File: src/verilog/tmr_map.svh
// Reset values and fixed counter levels of the timer channel
`ifndef TMR_MAP_SVH
`define TMR_MAP_SVH
`define CNT_RESET 16'hffff
`define CNT_ZERO 16'h0000
`define CNT_STOP 16'hffff
`define CNT_ONE 16'h0001
`define DATA_RESET 16'h0000
`define OUT_RESET 1'b0
`define FLAG_RESET 1'b0
`endif

File: src/verilog/tmr_pkg.sv
// Types shared by the timer channel modules
package tmr_pkg;
    typedef logic [15:0] cnt_t;
    typedef enum logic [2:0] {
        MODE_INTERVAL,
        MODE_EVENT,
        MODE_CAPTURE,
        MODE_ONECOUNT,
        MODE_CAP_ONE
    } mode_e;
    typedef enum logic [1:0] {
        EDGE_FALL,
        EDGE_RISE,
        EDGE_BOTH
    } edge_e;
endpackage

File: src/verilog/out_if.sv
// Signals between the channel core and its output stage
`timescale 1ns/1ns
interface out_if;
    logic own_int;
    logic master_int;
    logic mode_slave;
    logic pol;
    logic enable;
    logic sw_we;
    logic sw_val;
    logic level;
    modport core (
        output own_int, master_int, mode_slave, pol, enable, sw_we, sw_val,
        input level
    );
    modport drv (
        input own_int, master_int, mode_slave, pol, enable, sw_we, sw_val,
        output level
    );
endinterface

File: src/verilog/pin_edge.sv
// Timer input pin synchroniser and edge detector
`timescale 1ns/1ns
`include "tmr_map.svh"
module pin_edge (
    // Clock and reset
    input wire logic mclk_i,
    input wire logic rst_i,
    // Pin
    input wire logic pin_i,
    // Edge pulses
    output logic rise_o,
    output logic fall_o
);
    logic s1_reg;
    logic s2_reg;
    logic s3_reg;
    logic lvl_reg;
    logic rise_reg;
    logic fall_reg;
    wire agree = (s2_reg == s3_reg);
    wire rise_next = agree & s3_reg & ~lvl_reg;
    wire fall_next = agree & ~s3_reg & lvl_reg;

    // Level only moves once two stages agree, so a metastable bit cannot glitch
    always_ff @(posedge mclk_i) begin
        if (rst_i) begin
            s1_reg <= `FLAG_RESET;
            s2_reg <= `FLAG_RESET;
            s3_reg <= `FLAG_RESET;
            lvl_reg <= `FLAG_RESET;
            rise_reg <= `FLAG_RESET;
            fall_reg <= `FLAG_RESET;
        end else begin
            s1_reg <= pin_i;
            s2_reg <= s1_reg;
            s3_reg <= s2_reg;
            if (agree) begin
                lvl_reg <= s3_reg;
            end
            rise_reg <= rise_next;
            fall_reg <= fall_next;
        end
    end

    assign rise_o = rise_reg;
    assign fall_o = fall_reg;
endmodule

File: src/verilog/out_drive.sv
// Channel output bit: toggle, set/reset and software write
`timescale 1ns/1ns
`include "tmr_map.svh"
module out_drive (
    // Clock and reset
    input wire logic mclk_i,
    input wire logic rst_i,
    // Core side
    out_if.drv bus
);
    logic level_reg;
    logic level_next;
    wire set_ev = bus.pol ? bus.own_int : bus.master_int;
    wire clr_ev = bus.pol ? bus.master_int : bus.own_int;

    always_comb begin
        level_next = level_reg;
        if (!bus.enable) begin
            if (bus.sw_we) begin
                level_next = bus.sw_val;
            end
        end else if (bus.mode_slave) begin
            if (clr_ev) begin
                level_next = 1'b0;
            end else if (set_ev) begin
                level_next = 1'b1;
            end
        end else if (bus.own_int) begin
            level_next = ~level_reg;
        end
    end

    // Software writes never reach the bit while enabled
    always_ff @(posedge mclk_i) begin
        if (rst_i) begin
            level_reg <= `OUT_RESET;
        end else begin
            level_reg <= level_next;
        end
    end

    assign bus.level = level_reg;
endmodule

File: src/verilog/tmr_channel.sv
// One timer channel: 16-bit counter in five modes and its output bit
// Overview of operation
// - Interval start sets enable, counter holds
// - First count clock loads data, counts down
// - Start interrupt when select bit set
// - Interval zero: interrupt, reload, keep counting
// - Event mode loads data on start write
// - Event mode decrements per valid input edge
// - Capture start trigger clears counter
// - Capture edge copies counter, interrupts, restarts
// - One-count waits rising edge, then loads
// - One-count zero: interrupt, FFFFH, stop
// - High width: rise clears, fall captures
// - Master output mode toggles, ignores polarity
// - Slave mode polarity selects set/reset
// - Simultaneous set and reset: reset wins
// - Enabled output ignores software writes
// - Disabled output takes writes, not interrupts
// - Output level readable at all times
// - Output settings never touch counter/data
// - Only channels 0 and 2 master
// - Divided clock gives one-cycle enable pulse
`timescale 1ns/1ns
`include "tmr_map.svh"
module tmr_channel #(
    parameter int CHAN_NUM = 1,
    parameter int MASTER_NUM = 0
) (
    // Clock and reset
    input wire logic mclk_i,
    input wire logic rst_i,
    // Channel control
    input wire tmr_pkg::mode_e mode_i,
    input wire tmr_pkg::edge_e valid_edge_i,
    input wire logic start_interrupt_select_i,
    input wire logic channel_start_bit_i,
    input wire logic channel_stop_i,
    // Count clock
    input wire logic div_sel_i,
    input wire logic div_clk_i,
    // Data register write
    input wire logic data_we_i,
    input wire tmr_pkg::cnt_t data_wr_i,
    // Timer input pin
    input wire logic timer_input_pin_i,
    // Output control
    input wire logic output_mode_bit_i,
    input wire logic output_polarity_bit_i,
    input wire logic output_enable_bit_i,
    input wire logic out_we_i,
    input wire logic out_wr_i,
    input wire logic master_timer_interrupt_i,
    // Status
    output logic channel_enable_flag_o,
    output tmr_pkg::cnt_t channel_counter_o,
    output tmr_pkg::cnt_t channel_data_register_o,
    output logic timer_interrupt_o,
    output logic output_value_register_o
);
    // Pairing allowed for this channel
    localparam bit SLAVE_OK =
        ((MASTER_NUM == 0) && (CHAN_NUM >= 1)) ||
        ((MASTER_NUM == 2) && (CHAN_NUM == 3));

    generate
        if ((CHAN_NUM < 0) || (CHAN_NUM > 3)) begin : g_bad_chan
            $error("CHAN_NUM must be 0 to 3");
        end
        if ((MASTER_NUM != 0) && (MASTER_NUM != 2)) begin : g_bad_master
            $error("MASTER_NUM must be 0 or 2");
        end
        if ($bits(tmr_pkg::cnt_t) != 16) begin : g_bad_width
            $error("Counter type must be 16 bits wide");
        end
    endgenerate

    logic en_reg;
    logic en_next;
    logic run_reg;
    logic run_next;
    tmr_pkg::cnt_t cnt_reg;
    tmr_pkg::cnt_t cnt_next;
    tmr_pkg::cnt_t data_reg;
    tmr_pkg::cnt_t data_next;
    logic int_reg;
    logic int_next;
    logic div_prev_reg;

    logic pin_rise;
    logic pin_fall;

    // Count clock enable
    wire div_rise = div_clk_i & ~div_prev_reg;
    wire tclk = div_sel_i ? div_rise : 1'b1;

    // Input edge selection
    wire edge_rise = (valid_edge_i == tmr_pkg::EDGE_RISE);
    wire edge_fall = (valid_edge_i == tmr_pkg::EDGE_FALL);
    wire edge_both = (valid_edge_i == tmr_pkg::EDGE_BOTH);
    wire valid_edge = (edge_rise & pin_rise) |
        (edge_fall & pin_fall) |
        (edge_both & (pin_rise | pin_fall));

    // Mode decode
    wire m_int = (mode_i == tmr_pkg::MODE_INTERVAL);
    wire m_evt = (mode_i == tmr_pkg::MODE_EVENT);
    wire m_cap = (mode_i == tmr_pkg::MODE_CAPTURE);
    wire m_one = (mode_i == tmr_pkg::MODE_ONECOUNT);
    wire m_hw = (mode_i == tmr_pkg::MODE_CAP_ONE);

    wire at_zero = (cnt_reg == `CNT_ZERO);
    wire waiting = en_reg & ~run_reg;
    wire running = en_reg & run_reg;
    wire [15:0] cnt_down = cnt_reg - `CNT_ONE;
    wire [15:0] cnt_up = cnt_reg + `CNT_ONE;

    // Interval triggers
    wire int_start = m_int & waiting & tclk;
    wire int_tick = m_int & running & tclk;

    // Event and capture triggers
    wire evt_tick = m_evt & running & valid_edge;
    wire cap_start = m_cap & waiting & tclk;
    wire cap_hit = m_cap & running & valid_edge;
    wire cap_tick = m_cap & running & tclk;

    // One-count start uses the pin rise whatever the edge select; counting uses tclk
    wire one_start = m_one & waiting & pin_rise;
    wire one_tick = m_one & running & tclk;

    // High width: rise opens, fall closes
    wire hw_start = m_hw & waiting & pin_rise;
    wire hw_end = m_hw & running & pin_fall;
    wire hw_tick = m_hw & running & tclk;

    pin_edge u_pin (
        .mclk_i(mclk_i),
        .rst_i(rst_i),
        .pin_i(timer_input_pin_i),
        .rise_o(pin_rise),
        .fall_o(pin_fall)
    );

    always_comb begin
        en_next = en_reg;
        run_next = run_reg;
        cnt_next = cnt_reg;
        data_next = data_reg;
        int_next = 1'b0;
        if (data_we_i) begin
            data_next = data_wr_i;
        end
        if (channel_stop_i) begin
            en_next = 1'b0;
            run_next = 1'b0;
        end else if (channel_start_bit_i) begin
            // Restart waits for the next trigger, counter unchanged; event mode loads data and runs at once
            en_next = 1'b1;
            run_next = 1'b0;
            if (m_evt) begin
                cnt_next = data_next;
                run_next = 1'b1;
            end
        end else if (m_int) begin
            if (int_start) begin
                cnt_next = data_reg;
                run_next = 1'b1;
                int_next = start_interrupt_select_i;
            end else if (int_tick) begin
                if (at_zero) begin
                    cnt_next = data_reg;
                    int_next = 1'b1;
                end else begin
                    cnt_next = cnt_down;
                end
            end
        end else if (m_evt) begin
            if (evt_tick) begin
                if (at_zero) begin
                    cnt_next = data_reg;
                    int_next = 1'b1;
                end else begin
                    cnt_next = cnt_down;
                end
            end
        end else if (m_cap) begin
            if (cap_start) begin
                cnt_next = `CNT_ZERO;
                run_next = 1'b1;
                int_next = start_interrupt_select_i;
            end else if (cap_hit) begin
                // First capture after start has no meaning
                data_next = cnt_reg;
                cnt_next = `CNT_ZERO;
                int_next = 1'b1;
            end else if (cap_tick) begin
                cnt_next = cnt_up;
            end
        end else if (m_one) begin
            if (one_start) begin
                cnt_next = data_reg;
                run_next = 1'b1;
            end else if (one_tick) begin
                if (at_zero) begin
                    cnt_next = `CNT_STOP;
                    run_next = 1'b0;
                    int_next = 1'b1;
                end else begin
                    cnt_next = cnt_down;
                end
            end
        end else if (m_hw) begin
            if (hw_start) begin
                cnt_next = `CNT_ZERO;
                run_next = 1'b1;
            end else if (hw_end) begin
                data_next = cnt_reg;
                run_next = 1'b0;
                int_next = 1'b1;
            end else if (hw_tick) begin
                cnt_next = cnt_up;
            end
        end
    end

    // Counter state only; output settings have no path in here
    always_ff @(posedge mclk_i) begin
        if (rst_i) begin
            en_reg <= `FLAG_RESET;
        end else begin
            en_reg <= en_next;
        end
    end

    always_ff @(posedge mclk_i) begin
        if (rst_i) begin
            run_reg <= `FLAG_RESET;
        end else begin
            run_reg <= run_next;
        end
    end

    always_ff @(posedge mclk_i) begin
        if (rst_i) begin
            cnt_reg <= `CNT_RESET;
        end else begin
            cnt_reg <= cnt_next;
        end
    end

    always_ff @(posedge mclk_i) begin
        if (rst_i) begin
            data_reg <= `DATA_RESET;
        end else begin
            data_reg <= data_next;
        end
    end

    // One-cycle pulse, dropped in every cycle that does not set it
    always_ff @(posedge mclk_i) begin
        if (rst_i) begin
            int_reg <= `FLAG_RESET;
        end else begin
            int_reg <= int_next;
        end
    end

    // Previous level, so a divided clock held high counts only once
    always_ff @(posedge mclk_i) begin
        if (rst_i) begin
            div_prev_reg <= `FLAG_RESET;
        end else begin
            div_prev_reg <= div_clk_i;
        end
    end

    out_if ob ();

    assign ob.own_int = int_reg;
    assign ob.master_int = SLAVE_OK ? master_timer_interrupt_i : 1'b0;
    assign ob.mode_slave = SLAVE_OK & output_mode_bit_i;
    assign ob.pol = output_polarity_bit_i;
    assign ob.enable = output_enable_bit_i;
    assign ob.sw_we = out_we_i;
    assign ob.sw_val = out_wr_i;

    out_drive u_out (
        .mclk_i(mclk_i),
        .rst_i(rst_i),
        .bus(ob.drv)
    );

    // Status outputs
    assign channel_enable_flag_o = en_reg;
    assign channel_counter_o = cnt_reg;
    assign channel_data_register_o = data_reg;
    assign timer_interrupt_o = int_reg;
    assign output_value_register_o = ob.level;
endmodule

File: config.mk
export PLATFORM = sky130hd
export DESIGN_NAME = tmr_channel
export DESIGN_NICKNAME = d
export VERILOG_FILES = /design/src/verilog/tmr_pkg.sv /design/src/verilog/out_if.sv /design/src/verilog/pin_edge.sv /design/src/verilog/out_drive.sv /design/src/verilog/tmr_channel.sv
export VERILOG_INCLUDE_DIRS = /design/src /design/src/verilog
export SDC_FILE = /design/constraint.sdc
export NUM_CORES = 1
export LEC_CHECK = 0
export ABC_AREA = 1
export BUFFER_PORTS_ARGS = -buffer_cell sky130_fd_sc_hd__clkbuf_2
export CORE_MARGIN = 3
export CORE_UTILIZATION = 35
export CTS_CLUSTER_DIAMETER = 30
export CTS_CLUSTER_SIZE = 20
export DETAILED_ROUTE_END_ITERATION = 12
export RECOVER_POWER = 50
export SYNTH_ARGS = -nofsm -noshare
export SYNTH_HDL_FRONTEND = slang
export SYNTH_SLANG_ARGS = --single-unit
File: constraint.sdc
create_clock -name mclk_i -period 2.7 [get_ports mclk_i]
set_input_delay 0.27 -clock mclk_i [delete_from_list [all_inputs] [get_ports mclk_i]]
set_output_delay 0.27 -clock mclk_i [all_outputs]
set_load 0.005 [all_outputs]
# After elaboration in Yosys (flattened, before gate mapping)
# Cells that the tools add are included.
dict set report totals {
  register_bits 43
  in_bits 36
  elab_cells 157
}
dict set report classes {
  n_addsub 2
  eq_ne 20
  muxes 70
  n_bitwise 39
  reduce_logical 13
}
# operator count
set op_table {}
lappend op_table {{$mux W16} 32}
lappend op_table {{$mux W1} 38}
lappend op_table {{$and A1 B1 Y1} 30}
lappend op_table {{$ne A6 B4 Y1 const B} 3}
lappend op_table {{$add A16 B1 Y16 const B} 1}
lappend op_table {{$logic_not A16 Y1} 1}
lappend op_table {{$sub A16 B1 Y16 const B} 1}
lappend op_table {{$reduce_bool A6 Y1} 2}
lappend op_table {{$reduce_bool A5 Y1} 2}
lappend op_table {{$reduce_and A9 Y1} 1}
lappend op_table {{$ne A4 B2 Y1 const B} 2}
lappend op_table {{$ne A4 B3 Y1 const B} 2}
lappend op_table {{$reduce_and A7 Y1} 1}
lappend op_table {{$eq A3 B2 Y1 const B} 2}
lappend op_table {{$ne A3 B2 Y1 const B} 2}
lappend op_table {{$ne A6 B3 Y1 const B} 1}
lappend op_table {{$ne A6 B6 Y1 const B} 1}
lappend op_table {{$not A1 Y1} 6}
lappend op_table {{$eq A3 B1 Y1 const B} 1}
lappend op_table {{$eq A3 B3 Y1 const B} 1}
lappend op_table {{$logic_not A3 Y1} 1}
lappend op_table {{$ne A3 B3 Y1 const B} 1}
lappend op_table {{$or A1 B1 Y1} 3}
lappend op_table {{$reduce_and A3 Y1} 1}
lappend op_table {{other kinds (8)} 8}

# Longest topological paths before layout
dict set report depth {
  word_depth 13
  ltp_mapped 15
  ltp_nobuf 14
}

# By module
# A second synthesis with hierarchy kept.
dict set report unflattened {
  hier_cells 628
  area_unflattened_um2 3714.8
}
# module instances cells_each area_per_inst_um2 seq_area_each_um2
set by_module_without_submodules {}
lappend by_module_without_submodules {tmr_channel 1 587 3415.8 720.7}
lappend by_module_without_submodules {pin_edge 1 25 209.0 120.1}
lappend by_module_without_submodules {out_drive 1 16 90.1 20.0}

# Worst setup path before layout
# No wires, ideal clock.
dict set report synth_path {
  path_type {flip-flop to flip-flop}
  from {register cnt_reg[0] (netlist: channel_counter_o[0])}
  to {register cnt_reg[10] (netlist: channel_counter_o[10])}
  arrival_time_ps 1580
  required_time_ps 2585
  setup_slack_ps 1005
  path_stages_with_launch 14
  period_less_slack_ps 1695
  path_cell_list {dfxtp_1 -> inv_1 -> ha_1 -> nand2_1 -> nor2_1 -> nand2_1 -> o21ai_0 -> nand3_1 -> nand2_1 -> nand3_1 -> nand2_1 -> nand2_1 -> nand2_1 -> nand2_1}
}
dict set report synth_between {
  elab_chain_len 10
  elab_cells_between_ends 22
  classes_between {add/sub: 2; mux: 19; reduce/logical: 1}
}
# item line
set synth_rtl {}
lappend synth_rtl {{start, declared} tmr_channel.sv:81} ;# tmr_pkg::cnt_t cnt_reg;
lappend synth_rtl {{start signal, assigned} tmr_channel.sv:245} ;# cnt_reg <= `CNT_RESET;
lappend synth_rtl {{start signal, assigned} tmr_channel.sv:247} ;# cnt_reg <= cnt_next;
lappend synth_rtl {{$add A16 B1 Y16 (no source line)} n/a}
lappend synth_rtl {{$mux W16} tmr_channel.sv:220} ;# end else if (hw_tick) begin
lappend synth_rtl {{$mux W16} tmr_channel.sv:216} ;# end else if (hw_end) begin
lappend synth_rtl {{$mux W16} tmr_channel.sv:213} ;# if (hw_start) begin
lappend synth_rtl {{$mux W16} tmr_channel.sv:212} ;# end else if (m_hw) begin
lappend synth_rtl {{$mux W16} tmr_channel.sv:199} ;# end else if (m_one) begin
lappend synth_rtl {{$mux W16} tmr_channel.sv:186} ;# end else if (m_cap) begin
lappend synth_rtl {{$mux W16} tmr_channel.sv:177} ;# end else if (m_evt) begin
lappend synth_rtl {{$mux W16 (*)} tmr_channel.sv:164} ;# end else if (m_int) begin
lappend synth_rtl {{$mux W16 (*)} tmr_channel.sv:156} ;# end else if (channel_start_bit_i) begin
# Every way passes the cells marked *; elsewhere a longest branch is shown, timed or not. The select of a mux whose other input is x is not followed.
# A chain may end at the register's enable or synchronous reset.

# Worst setup path in the final report
dict set report layout_path {
  from {register cnt_reg[0] (netlist: channel_counter_o[0])}
  to {register cnt_reg[1] (netlist: channel_counter_o[1])}
}
# The elaborated chain is that of the path after synthesis.

==> summary.txt <==
Pre-antenna DRT Iters = 5
Num CTS Buffers = 5
Dpl cells = 861
I/O pin total = 71
RSZ-0062 raised after global routing = false
Critical path class = flop to flop
Period utilization = 81.2%
Synth Area per Inst = 5.65 sq um
Status = finished clean
Area Growth Syn to Fin = 14.0%
DPL Wire Length = 9.70 mm
WL/cell = 15.3 microns
Cell Pwr Density = 409 nW/um^2
Syn nets = 716
Grt total ovfl = 0
Critical path endpoint category = flop
Antenna Nets Post-Route = 0
Startpoint types = flop
Synthesized cell area = 3810 sq um
Post-Synth Adder-Cell Area = 1.64%
# port buffers = 70
Post-synthesis compound-gate area fraction = 16.6%
Leakage = 2.11 nW
CTS tree = yes
Warning count from the yosys run = 0
Final wirelength = 13.3 mm
Initial Utilization = 36.5%
Period minus WS final = 2.19 ns
Clk sink count = 43
Nets = 773
Hold Slack = 0.138 ns
DRC Markers = 0
Most frequent cells in the layout = nand2_1 (242), nand3_1 (75), inv_1 (65), clkbuf_2 (47), o21ai_0 (45)
Final Core Density = 41.5%
Share of cells above drive strength 1 = 11.9%
Initial antenna violation count = 0
Yosys top cell by area = nand2_1
Leading cell type in the layout, fill and taps excluded = nand2_1
Number of fill cells = 1200
Pins over their slew limit = 0
Max Cap Viol = 0
Crit path DAT = 2.40 ns
Buffer count from post-CTS setup fixing = 0
Final setup fails = 0
GP Congestion = 0.918
Fmax = 0.456 GHz
Post-Layout Cell Count = 869
Seq/Total Area, Yosys = 22.6%
Ranking of synthesized cells by area = nand2_1 (24%), dfxtp_1 (23%), nand3_1 (9.8%), inv_1 (6.4%), o21ai_0 (5.9%)
Pin count of the biggest net entering global routing = 29
Seq cells post-synth = 43
Worst Path Required = 2.91 ns
Setup TNS = 0 ns
Synth Flop Type = dfxtp_1
Synth Area in XOR/XNOR = 0.919%
# rows = 37
CTS hold repair buffers = 0
Crit Path Max Fanout = 15
Synth unique cells = 38
Vias in the first global route = 4217
Post-cts gate resize count = 0
First-pass GRT wire length = 21.2 mm
Vias post-DR = 4641
Clock Path Buffers = 2
Mapped Cells = 675
Clock skew = 0.00778 ns
Die Wd = 110 microns
Hold Fails Final Rpt = 0
Largest family of logic cells by synthesized area = simple AND/OR/NAND/NOR gates
Clock Latency Late Sink = 0.31 ns
DR vias/cell = 5.34
Max_slew headroom = 16.1%
Die ar. = 12200 sq um
1st-iter DRT viols = 306
Mux cell area share after synthesis = 1.05%
Post-synth top area share = 23.8%
Root buffer cell = clkbuf_8
Placement Setup Slack = 0.610 ns
Core area = 10500 sq um
Simple-gate portion of the synthesized area = 45.3%
Number of flops mapped to enable cells by yosys = 0
Antenna Cells = 0
Clock transition at the registers of the reported paths = 0.09 ns
Worst slew pin tran = 1.26 ns
Worst vdd ir = 0.000233 V
Gr usage total = 22.2%
Post-synth ARST share = 0%
Final Worst Setup Slack = 0.508 ns
Chip height = 110 microns
Min-Delay Path Class = primary input to flop
H-tree lvl count = 2
-- per-stage QoR --
stage	cell area [sq um]	power, mW
finish	4350	1.78
global route	4350	1.89
CTS	4390	1.79
detailed placement	4250	1.17
global placement	4250	1.16
floorplan	3810	1.03
-- cell type report --
class | instances | area [sq um] | share of cell area (%)
Clock buffer | 6 | 72.6 | 1.67
Clock inverter | 2 | 60.1 | 1.38
Inverter | 71 | 269 | 6.19
Multi-Input combinational cell | 527 | 2500 | 57.5
Sequential cell | 43 | 861 | 19.8
Tap cell | 136 | 170 | 3.91
Timing Repair Buffer | 84 | 415 | 9.56
-- kinds of logic after synthesis --
| group | count (synthesis) |
|---|---|
| simple gates | 399 |
| fa+ha+maj | 5 |
| flops | 43 |
| xor+xnor | 4 |
| buf+inv | 105 |
| mux | 4 |
| compound gates | 115 |
-- synthesized netlist by cell type, drive strengths merged, types with 4 or more instances --
| master | instances |
|---|---|
| a22oi | 6 |
| inv | 71 |
| o21ai | 48 |
| mux2i | 4 |
| nand4 | 16 |
| nor3 | 5 |
| nand3 | 77 |
| a21oi | 40 |
| o211ai | 7 |
| clkbuf | 10 |
| buf | 24 |
| dfxtp | 43 |
| nand2 | 245 |
| ha | 5 |
| a31oi | 11 |
| nor2 | 52 |
-- critical path, stage by stage (launching register included) --
cell	delay (ns)
dfxtp_1	0.53
inv_1	0.16
ha_1	0.25
nand2_1	0.07
nor2_1	0.04
nand2_1	0.17
buf_4	0.27
nand2_1	0.12
a22oi_1	0.17
nand2_1	0.09
nand2_1	0.07
nand2_1	0.05
nand2_1	0.05
nand2_1	0.04
-- where the power goes --
part	leakage, nW	internal [mW]	switching, mW
clock network	0.0654	0.370	0.257
logic	1.69	0.167	0.283
registers	0.353	0.663	0.0389
-- metal layers --
metal,wire length (microns),up-vias,GRT usage [%]
li1,-,2323,-
met1,6100,2119,30.8
met2,5970,170,35.5
met3,896,29,3.44
met4,317,0,7.12
met5,0,-,0
-- final timing paths --
kind | startpoint | to | slack [ns] | depth (start not counted)
setup / recovery | channel_counter_o[0] | channel_counter_o[1] | 0.51 | 13
setup reg to reg | channel_counter_o[0] | channel_counter_o[1] | 0.51 | 13
hold reg to reg | u_pin.s1_reg | u_pin.s2_reg | 0.41 | 2
hold / removal | timer_input_pin_i | u_pin.s1_reg | 0.14 | 3
Power figures use the tool's default switching activity.
